[config.mk]
export PLATFORM = sky130hd
export DESIGN_NAME = cmcc_top
export DESIGN_NICKNAME = d
export VERILOG_FILES = /design/src/rtl/cmcc_crc_step.v /design/src/rtl/cmcc_top.v
export VERILOG_INCLUDE_DIRS = /design/src /design/src/rtl
export SDC_FILE = /design/constraint.sdc
export NUM_CORES = 1
export LEC_CHECK = 0
export ABC_CLOCK_PERIOD_IN_PS = 6900
export CORE_AREA = 2 2 152 154
export DETAILED_ROUTE_END_ITERATION = 16
export DIE_AREA = 0 0 154 156
export DONT_BUFFER_PORTS = 1
export PLACE_DENSITY = 0.69
export SLEW_MARGIN = 20
export SYNTH_ARGS = -nofsm -noshare
export SYNTH_HDL_FRONTEND = slang
export SYNTH_SLANG_ARGS = --single-unit
[constraint.sdc]
create_clock -name clk_i -period 6.9 [get_ports clk_i]
set_input_delay 1.38 -clock clk_i [delete_from_list [all_inputs] [get_ports clk_i]]
set_output_delay 1.38 -clock clk_i [all_outputs]
set_load 0.05 [all_outputs]
[src/rtl/cmcc_map.vh]
// Constants of the configuration memory CRC checker.
// Operation
// - Check each received frame against its frame CRC.
// - Load frames until mismatch or all checked; stop.
// - Store image 32-bit CRC as reference at end.
// - In user mode recompute cell memory CRC repeatedly.
// - Keep checking until reconfiguration request goes low.
// - Cover only configuration cell memory, nothing else.
// - One 32-bit CRC with IEEE 802 polynomial.
// - Zero signature gives error 0, otherwise 1.
// - Reference load instruction accepted only in user mode.
// - Opcode 00 0001 0101 puts reference between TDI, TDO.
// - Error pin push-pull by default, open-drain option.
// - Checking starts automatically on entering user mode.
// - Error holds through next pass, no longer history.
// - Checker clock is oscillator divided by 2^n, n 0..8.
`ifndef CMCC_MAP_VH
`define CMCC_MAP_VH

`define CMCC_IMAGE_POLY 32'h04C11DB7
`define CMCC_IMAGE_INIT 32'hFFFFFFFF
`define CMCC_FRAME_POLY 16'h1021
`define CMCC_FRAME_INIT 16'hFFFF

`define CMCC_LOAD_REF_OPCODE 10'h015
`define CMCC_IR_CAPTURE 10'h001
`define CMCC_IR_BYPASS 10'h3FF
`define CMCC_IR_W 10
`define CMCC_REF_W 32

`define CMCC_CELL_AW 10
`define CMCC_CELL_LAST 10'h3FF
`define CMCC_WORD_W 16

`define CMCC_KIND_DATA 2'h0
`define CMCC_KIND_FRAME_CRC 2'h1
`define CMCC_KIND_IMAGE_CRC 2'h2

`define CMCC_OSC_MHZ 80
`define CMCC_DIV_EXP_MAX 4'h8

`endif

[src/rtl/cmcc_crc_step.v]
// One 16-bit data word folded into a CRC register, MSB first.
module cmcc_crc_step #(
  parameter CW = 32,
  parameter [CW-1:0] POLY = {CW{1'b1}}
) (
  // CRC state in
  input wire [CW-1:0] crc_i,
  // Data word
  input wire [15:0] data_i,
  // CRC state out
  output reg [CW-1:0] crc_o
);

  integer i;
  reg fb;

  always @*
  begin
    fb = 1'b0;
    crc_o = crc_i;
    for (i = 15; i >= 0; i = i - 1)
    begin
      fb = crc_o[CW-1] ^ data_i[i];
      crc_o = {crc_o[CW-2:0], 1'b0} ^ (fb ? POLY : {CW{1'b0}});
    end
  end

endmodule // cmcc_crc_step

[src/rtl/cmcc_top.v]
// Configuration memory CRC checker: frame check, user mode scan, scan-chain access.
`include "cmcc_map.vh"

module cmcc_top (
  // Clock and reset
  input wire clk_i,
  input wire rstn_i,
  // Reconfiguration request pin, active low
  input wire reconfig_request_n_i,
  // Configuration bit stream words
  input wire cfg_valid_i,
  input wire [1:0] cfg_kind_i,
  input wire [31:0] cfg_data_i,
  // Configuration options
  input wire check_en_i,
  input wire open_drain_en_i,
  input wire [3:0] div_exp_i,
  // Configuration cell memory port
  output reg cell_wr_o,
  output reg cell_rd_o,
  output reg [`CMCC_CELL_AW-1:0] cell_addr_o,
  output reg [`CMCC_WORD_W-1:0] cell_wdata_o,
  input wire [`CMCC_WORD_W-1:0] cell_rdata_i,
  // Boundary-scan port
  input wire tck_i,
  input wire tms_i,
  input wire tdi_i,
  output reg tdo_o,
  output reg tdo_oe_o,
  // Status
  output reg crc_error_o,
  output reg crc_error_oe_o,
  output reg config_error_o,
  output reg user_mode_o
);

  localparam [2:0] ST_CONFIG = 3'h0;
  localparam [2:0] ST_HALT = 3'h1;
  localparam [2:0] ST_INIT = 3'h2;
  localparam [2:0] ST_USER = 3'h3;
  localparam [2:0] ST_SCAN = 3'h4;
  localparam [3:0] TAP_RESET = 4'h0;
  localparam [3:0] TAP_IDLE = 4'h1;
  localparam [3:0] TAP_SEL_DR = 4'h2;
  localparam [3:0] TAP_CAP_DR = 4'h3;
  localparam [3:0] TAP_SH_DR = 4'h4;
  localparam [3:0] TAP_EX1_DR = 4'h5;
  localparam [3:0] TAP_PA_DR = 4'h6;
  localparam [3:0] TAP_EX2_DR = 4'h7;
  localparam [3:0] TAP_UPD_DR = 4'h8;
  localparam [3:0] TAP_SEL_IR = 4'h9;
  localparam [3:0] TAP_CAP_IR = 4'hA;
  localparam [3:0] TAP_SH_IR = 4'hB;
  localparam [3:0] TAP_EX1_IR = 4'hC;
  localparam [3:0] TAP_PA_IR = 4'hD;
  localparam [3:0] TAP_EX2_IR = 4'hE;
  localparam [3:0] TAP_UPD_IR = 4'hF;
  // Divider mask for a 2^n step period; exponents above the limit are clamped.
  function [7:0] div_mask;
    input [3:0] e;
    reg [3:0] c;
    begin
      c = (e > `CMCC_DIV_EXP_MAX) ? `CMCC_DIV_EXP_MAX : e;
      div_mask = 8'hFF >> (4'h8 - c);
    end
  endfunction
  function [3:0] tap_next;
    input [3:0] s;
    input t;
    begin
      case (s)
        TAP_RESET: tap_next = t ? TAP_RESET : TAP_IDLE;
        TAP_IDLE: tap_next = t ? TAP_SEL_DR : TAP_IDLE;
        TAP_SEL_DR: tap_next = t ? TAP_SEL_IR : TAP_CAP_DR;
        TAP_CAP_DR: tap_next = t ? TAP_EX1_DR : TAP_SH_DR;
        TAP_SH_DR: tap_next = t ? TAP_EX1_DR : TAP_SH_DR;
        TAP_EX1_DR: tap_next = t ? TAP_UPD_DR : TAP_PA_DR;
        TAP_PA_DR: tap_next = t ? TAP_EX2_DR : TAP_PA_DR;
        TAP_EX2_DR: tap_next = t ? TAP_UPD_DR : TAP_SH_DR;
        TAP_UPD_DR: tap_next = t ? TAP_SEL_DR : TAP_IDLE;
        TAP_SEL_IR: tap_next = t ? TAP_RESET : TAP_CAP_IR;
        TAP_CAP_IR: tap_next = t ? TAP_EX1_IR : TAP_SH_IR;
        TAP_SH_IR: tap_next = t ? TAP_EX1_IR : TAP_SH_IR;
        TAP_EX1_IR: tap_next = t ? TAP_UPD_IR : TAP_PA_IR;
        TAP_PA_IR: tap_next = t ? TAP_EX2_IR : TAP_PA_IR;
        TAP_EX2_IR: tap_next = t ? TAP_UPD_IR : TAP_SH_IR;
        TAP_UPD_IR: tap_next = t ? TAP_SEL_DR : TAP_IDLE;
        default: tap_next = TAP_RESET;
      endcase
    end
  endfunction
  reg [2:0] state_q;
  reg [1:0] rc_sync_q;
  reg [7:0] div_cnt_q;
  reg [15:0] fcrc_q;
  reg [31:0] scrc_q;
  reg [`CMCC_REF_W-1:0] ref_q;
  reg [`CMCC_CELL_AW-1:0] wr_ptr_q;
  reg err_q;
  reg [2:0] tck_sync_q;
  reg [1:0] tms_sync_q;
  reg [1:0] tdi_sync_q;
  reg [3:0] tap_q;
  reg [`CMCC_IR_W-1:0] ir_q;
  reg [`CMCC_IR_W-1:0] ir_sh_q;
  reg [`CMCC_REF_W-1:0] dr_sh_q;
  wire [15:0] fcrc_next;
  wire [31:0] scrc_next;
  wire reconfig;
  wire step;
  wire in_user;
  wire ref_sel;
  wire tck_rise;
  wire tck_fall;
  wire ref_upd;
  assign reconfig = ~rc_sync_q[1];
  assign step = (div_cnt_q == div_mask(div_exp_i));
  assign in_user = (state_q == ST_USER) || (state_q == ST_SCAN);
  assign ref_sel = (ir_q == `CMCC_LOAD_REF_OPCODE) && in_user;
  assign tck_rise = tck_sync_q[1] & ~tck_sync_q[2];
  assign tck_fall = ~tck_sync_q[1] & tck_sync_q[2];
  assign ref_upd = tck_rise && (tap_q == TAP_UPD_DR) && ref_sel;
  cmcc_crc_step #(
    .CW(16),
    .POLY(`CMCC_FRAME_POLY)
  ) u_frame_crc (
    .crc_i(fcrc_q),
    .data_i(cfg_data_i[15:0]),
    .crc_o(fcrc_next)
  );
  // Only the cell memory words feed the image CRC.
  cmcc_crc_step #(
    .CW(32),
    .POLY(`CMCC_IMAGE_POLY)
  ) u_image_crc (
    .crc_i(scrc_q),
    .data_i(cell_rdata_i),
    .crc_o(scrc_next)
  );
  // Pin synchronisers; only the second stage and later are read.
  always @(posedge clk_i or negedge rstn_i)
  begin
    if (!rstn_i)
    begin
      rc_sync_q <= 2'h0;
      tck_sync_q <= 3'h0;
      tms_sync_q <= 2'h3;
      tdi_sync_q <= 2'h0;
    end
    else
    begin
      rc_sync_q <= {rc_sync_q[0], reconfig_request_n_i};
      tck_sync_q <= {tck_sync_q[1:0], tck_i};
      tms_sync_q <= {tms_sync_q[0], tms_i};
      tdi_sync_q <= {tdi_sync_q[0], tdi_i};
    end
  end

  // Step divider pacing the scan at the checker rate.
  always @(posedge clk_i or negedge rstn_i)
  begin
    if (!rstn_i)
      div_cnt_q <= 8'h00;
    else if (step || reconfig)
      div_cnt_q <= 8'h00;
    else
      div_cnt_q <= div_cnt_q + 8'h01;
  end

  // Configuration load, user mode entry and the repeated scan.
  always @(posedge clk_i or negedge rstn_i)
  begin
    if (!rstn_i)
    begin
      state_q <= ST_CONFIG;
      fcrc_q <= `CMCC_FRAME_INIT;
      scrc_q <= `CMCC_IMAGE_INIT;
      ref_q <= {`CMCC_REF_W{1'b0}};
      wr_ptr_q <= {`CMCC_CELL_AW{1'b0}};
      err_q <= 1'b0;
      cell_wr_o <= 1'b0;
      cell_rd_o <= 1'b0;
      cell_addr_o <= {`CMCC_CELL_AW{1'b0}};
      cell_wdata_o <= {`CMCC_WORD_W{1'b0}};
    end
    else if (reconfig)
    begin
      state_q <= ST_CONFIG;
      fcrc_q <= `CMCC_FRAME_INIT;
      scrc_q <= `CMCC_IMAGE_INIT;
      wr_ptr_q <= {`CMCC_CELL_AW{1'b0}};
      err_q <= 1'b0;
      cell_wr_o <= 1'b0;
      cell_rd_o <= 1'b0;
      cell_addr_o <= {`CMCC_CELL_AW{1'b0}};
    end
    else
    begin
      cell_wr_o <= 1'b0;
      if (ref_upd)
        ref_q <= dr_sh_q;
      case (state_q)
        ST_CONFIG:
        begin
          if (cfg_valid_i && (cfg_kind_i == `CMCC_KIND_DATA))
          begin
            fcrc_q <= fcrc_next;
            cell_wr_o <= 1'b1;
            cell_addr_o <= wr_ptr_q;
            cell_wdata_o <= cfg_data_i[15:0];
            wr_ptr_q <= wr_ptr_q + 1'b1;
          end
          else if (cfg_valid_i && (cfg_kind_i == `CMCC_KIND_FRAME_CRC))
          begin
            fcrc_q <= `CMCC_FRAME_INIT;
            if (fcrc_q != cfg_data_i[15:0])
              state_q <= ST_HALT;
          end
          else if (cfg_valid_i && (cfg_kind_i == `CMCC_KIND_IMAGE_CRC))
          begin
            ref_q <= cfg_data_i;
            state_q <= ST_INIT;
          end
        end
        ST_HALT:
          state_q <= ST_HALT;
        ST_INIT:
        begin
          cell_addr_o <= {`CMCC_CELL_AW{1'b0}};
          scrc_q <= `CMCC_IMAGE_INIT;
          if (check_en_i)
          begin
            state_q <= ST_SCAN;
            cell_rd_o <= 1'b1;
          end
          else
            state_q <= ST_USER;
        end
        ST_USER:
          state_q <= ST_USER;
        ST_SCAN:
        begin
          if (step)
          begin
            if (cell_addr_o == `CMCC_CELL_LAST)
            begin
              // Signature is zero exactly when the pass matches the reference.
              err_q <= ((scrc_next ^ ref_q) != 32'h00000000);
              scrc_q <= `CMCC_IMAGE_INIT;
              cell_addr_o <= {`CMCC_CELL_AW{1'b0}};
            end
            else
            begin
              scrc_q <= scrc_next;
              cell_addr_o <= cell_addr_o + 1'b1;
            end
          end
        end
        default:
          state_q <= ST_CONFIG;
      endcase
    end
  end

  // Scan-chain controller sampled on synchronised clock edges.
  always @(posedge clk_i or negedge rstn_i)
  begin
    if (!rstn_i)
    begin
      tap_q <= TAP_RESET;
      ir_q <= `CMCC_IR_BYPASS;
      ir_sh_q <= {`CMCC_IR_W{1'b0}};
      dr_sh_q <= {`CMCC_REF_W{1'b0}};
    end
    else if (tck_rise)
    begin
      tap_q <= tap_next(tap_q, tms_sync_q[1]);
      case (tap_q)
        TAP_RESET:
          ir_q <= `CMCC_IR_BYPASS;
        TAP_CAP_IR:
          ir_sh_q <= `CMCC_IR_CAPTURE;
        TAP_SH_IR:
          ir_sh_q <= {tdi_sync_q[1], ir_sh_q[`CMCC_IR_W-1:1]};
        TAP_UPD_IR:
          ir_q <= ir_sh_q;
        TAP_CAP_DR:
          // Capture lets the tester read out the present reference.
          dr_sh_q <= ref_sel ? ref_q : {`CMCC_REF_W{1'b0}};
        TAP_SH_DR:
        begin
          if (ref_sel)
            dr_sh_q <= {tdi_sync_q[1], dr_sh_q[`CMCC_REF_W-1:1]};
          else
            dr_sh_q <= {{(`CMCC_REF_W-1){1'b0}}, tdi_sync_q[1]};
        end
        default:
          ir_q <= ir_q;
      endcase
    end
  end

  // Test data out changes on the falling clock edge while shifting.
  always @(posedge clk_i or negedge rstn_i)
  begin
    if (!rstn_i)
    begin
      tdo_o <= 1'b0;
      tdo_oe_o <= 1'b0;
    end
    else if (tck_fall)
    begin
      tdo_oe_o <= (tap_q == TAP_SH_IR) || (tap_q == TAP_SH_DR);
      tdo_o <= (tap_q == TAP_SH_IR) ? ir_sh_q[0] : dr_sh_q[0];
    end
  end

  // Status and error pin drivers.
  always @(posedge clk_i or negedge rstn_i)
  begin
    if (!rstn_i)
    begin
      crc_error_o <= 1'b0;
      crc_error_oe_o <= 1'b1;
      config_error_o <= 1'b0;
      user_mode_o <= 1'b0;
    end
    else
    begin
      // Open drain pulls low only while no error; the external pull-up shows an error.
      crc_error_o <= open_drain_en_i ? 1'b0 : err_q;
      crc_error_oe_o <= open_drain_en_i ? ~err_q : 1'b1;
      config_error_o <= (state_q == ST_HALT) && !reconfig;
      user_mode_o <= in_user && !reconfig;
    end
  end

endmodule // cmcc_top

==> flow_metrics.tcl <==
set metrics [dict create \
    setup_viol 0 \
    core_um2 22400 \
    finalWorstPathRequiredPeriod_ns 3.81 \
    rsz0062_at_grt "false" \
    maxCapViolCount 0 \
    ys_seq_elements 201 \
    drive_gt1_share_pct 13.7 \
    reg2reg_setup_slack_ns 3.36 \
    rows 55 \
    grt_max_degree 202 \
    num_antenna_cells 0 \
    wl_per_cell_um 19.8 \
    grt_pass1_wl_um 46100 \
    worst-setup-path-type "primary input to register" \
    whs_path_depth 0 \
    final.period_utilization_pct 55.2 \
    tightest_slew_ns 1.11 \
    reg2reg_depth 7 \
    synth_top_area_share_pct 29.0 \
    avgSynthCellArea_um2 10.5 \
    max_freq_ghz 0.263 \
    end_kind "register" \
    htree_levels 1 \
    io_pins 97 \
    worstPathRequired_ns 7.28 \
    topRoutingLayerUsed "met4" \
    start_kind "primary input" \
    synthFlopType "dfrtp_1" \
    clkTransAtPathRegs_ns 0.06 \
    post_cts_buffers 0 \
    vias_per_cell 5.93 \
    slew_headroom_pct 25.8 \
    dp_slack_ns 2.58 \
    synth_seq_area_share_pct 42.2 \
    finalNetCount 1195 \
    gr-usage-all-layers_pct 24.0 \
    final.setup.worst_slack_ns 3.09 \
    syn2layout_area_growth_pct 9.20 \
    syn_area_um2 12100 \
    p_total_mw 4.52 \
    postRouteWirelength_um 28300 \
    ys_async_sr_fraction_pct 100 \
    clock-skew-final_ns 0.0151 \
    cts_buffers 24 \
    grt_pass1_vias 8252 \
    route.detailed.drc 0 \
    wl_met2_um 13100 \
    placed_cell_area_um2 12300 \
    cts_tree "yes" \
    final_cell_area_um2 13200 \
    dr_wl_met3_um 1490 \
    drt_iter0_markers 585 \
    start_util_pct 54.1 \
    worstPathMaxFanout 8 \
    place_congestion 0.895 \
    yosysUniqueCellTypes 73 \
    layout_commonest_cell "dfrtp_1" \
    hold_viol 0 \
    cts_resized 0 \
    cts_hold_buf 0 \
    setup_tns_ns 0 \
    io_buffers 0 \
    synth_edf_count 0 \
    maxSlewViolCount 0 \
    die-area_um2 24000 \
    drt.antenna.violating_nets 0 \
    cts.sinks 201 \
    power_density_nw_per_um2 342 \
    cts_root_buffer "clkbuf_16" \
    mostFrequentLayoutCells "139 x dfrtp_1, 138 x nand2_1, 134 x xnor2_1, 83 x nor2_1, 61 x dfstp_2" \
    synth_cells 1150 \
    antenna_found_initial 0 \
    die_w_um 154 \
    yosys-top-cells-area "dfrtp_1 29%, dfstp_2 13%, xnor2_1 9.7%" \
    status "finished clean" \
    clockBufferDepth 3 \
    die_y_um 156 \
    synth_top_area_cell "dfrtp_1" \
    dpl.hpwl_um 19500 \
    num_vias 8477 \
    met1_length_um 13000 \
    leakagePower_nw 5.44 \
    hold_path.class "register to register" \
    syn_nets 1218 \
    peakVddDrop_mv 0.227 \
    drtPass1Iterations 5 \
    grt_remaining_overflow 0 \
    synth_warnings 0 \
    clock_latency_ns 0.52 \
    worstPathArrival_ns 4.19 \
]
-- cells by family (layout without fill, tap and decap cells) --
| family | after synthesis | count (layout) | synth area share, % |
|---|---|---|---|
| and+or+nand+nor | 344 | 344 | 13.2 |
| AOI/OAI and AO/OA | 250 | 250 | 14.1 |
| DFF | 201 | 201 | 42.2 |
| xor gates and xnor gates | 241 | 241 | 24.5 |
| buffers and inverters | 71 | 66 | 2.29 |
| muxes | 38 | 38 | 3.16 |
| adders and majority gates | 5 | 5 | 0.517 |
-- state kept, by name, indices dropped and copies added (netlist names), 2 cells and up --
signal	cells
dr_sh_q	32
ir_q	10
tap_q	4
tms_sync_q	2
tdi_sync_q	2
ref_q	32
fcrc_q	16
tck_sync_q	3
cell_wdata_o	16
div_cnt_q	8
rc_sync_q	2
cell_addr_o	10
scrc_q	32
state_q	3
wr_ptr_q	10
ir_sh_q	10
-- report_power, final --
group / leakage [nW] / total (mW) / switching (mW) / internal, mW
clock network: 0.437 / 1.40 / 0.507 / 0.894
logic: 2.55 / 1.44 / 0.741 / 0.698
registers: 2.46 / 1.68 / 0.316 / 1.37
total: 5.44 / 4.52 / 1.56 / 2.96
-- critical path: stages --
cell	delay, ns
xor2_4	0.36
xnor3_1	0.57
xnor2_2	0.52
xor3_1	0.43
nor4_1	0.27
nand4_1	0.16
nor3_1	0.35
a31oi_1	0.14
-- Yosys cell counts, drive strengths merged, types with 31 or more instances --
cell,count
a21oi,60
a2bb2oi,31
clkbuf,50
dfrtp,140
dfstp,61
mux2i,37
nand2,138
nor2,83
o22ai,34
o31ai,35
xnor2,155
xnor3,35
xor2,48
-- cell type report --
cell class / instances / area (µm²)
fill: 1823 / 9160
multi-input combinational: 878 / 6730
sequential: 201 / 5110
clock buffer: 33 / 694
tap: 285 / 357
clock inverter: 11 / 201
timing repair buffer: 8 / 60.1
inverter: 14 / 52.6
-- metrics by stage --
step                cells  util (%)  hold WS (ns)
floorplan            1150         -         0.331
global placement     1386      55.0         0.332
detailed placement   1386      55.0         0.343
CTS                  1430      59.0         0.355
global route         1430      59.0         0.361
finish               1430      59.0         0.350
-- layer usage --
layer | up-vias | GRT usage [%]
met5 | - | 0
met4 | 0 | 6.45
met3 | 50 | 4.06
met2 | 222 | 37.1
met1 | 4200 | 35.0
li1 | 4005 | -
-- worst paths after layout --
| kind | startpoint | endpoint |
|---|---|---|
| setup / recovery | cell_rdata_i[14] | err_q |
| max in group asynchronous | rstn_i | scrc_q[26] |
| min in group asynchronous | rstn_i | cell_rd_o |
| hold reg to reg | tck_sync_q[0] | tck_sync_q[1] |
| setup reg to reg | state_q[0] | fcrc_q[12] |
| hold / removal | tck_sync_q[0] | tck_sync_q[1] |
(Power assumes the default switching activity.)
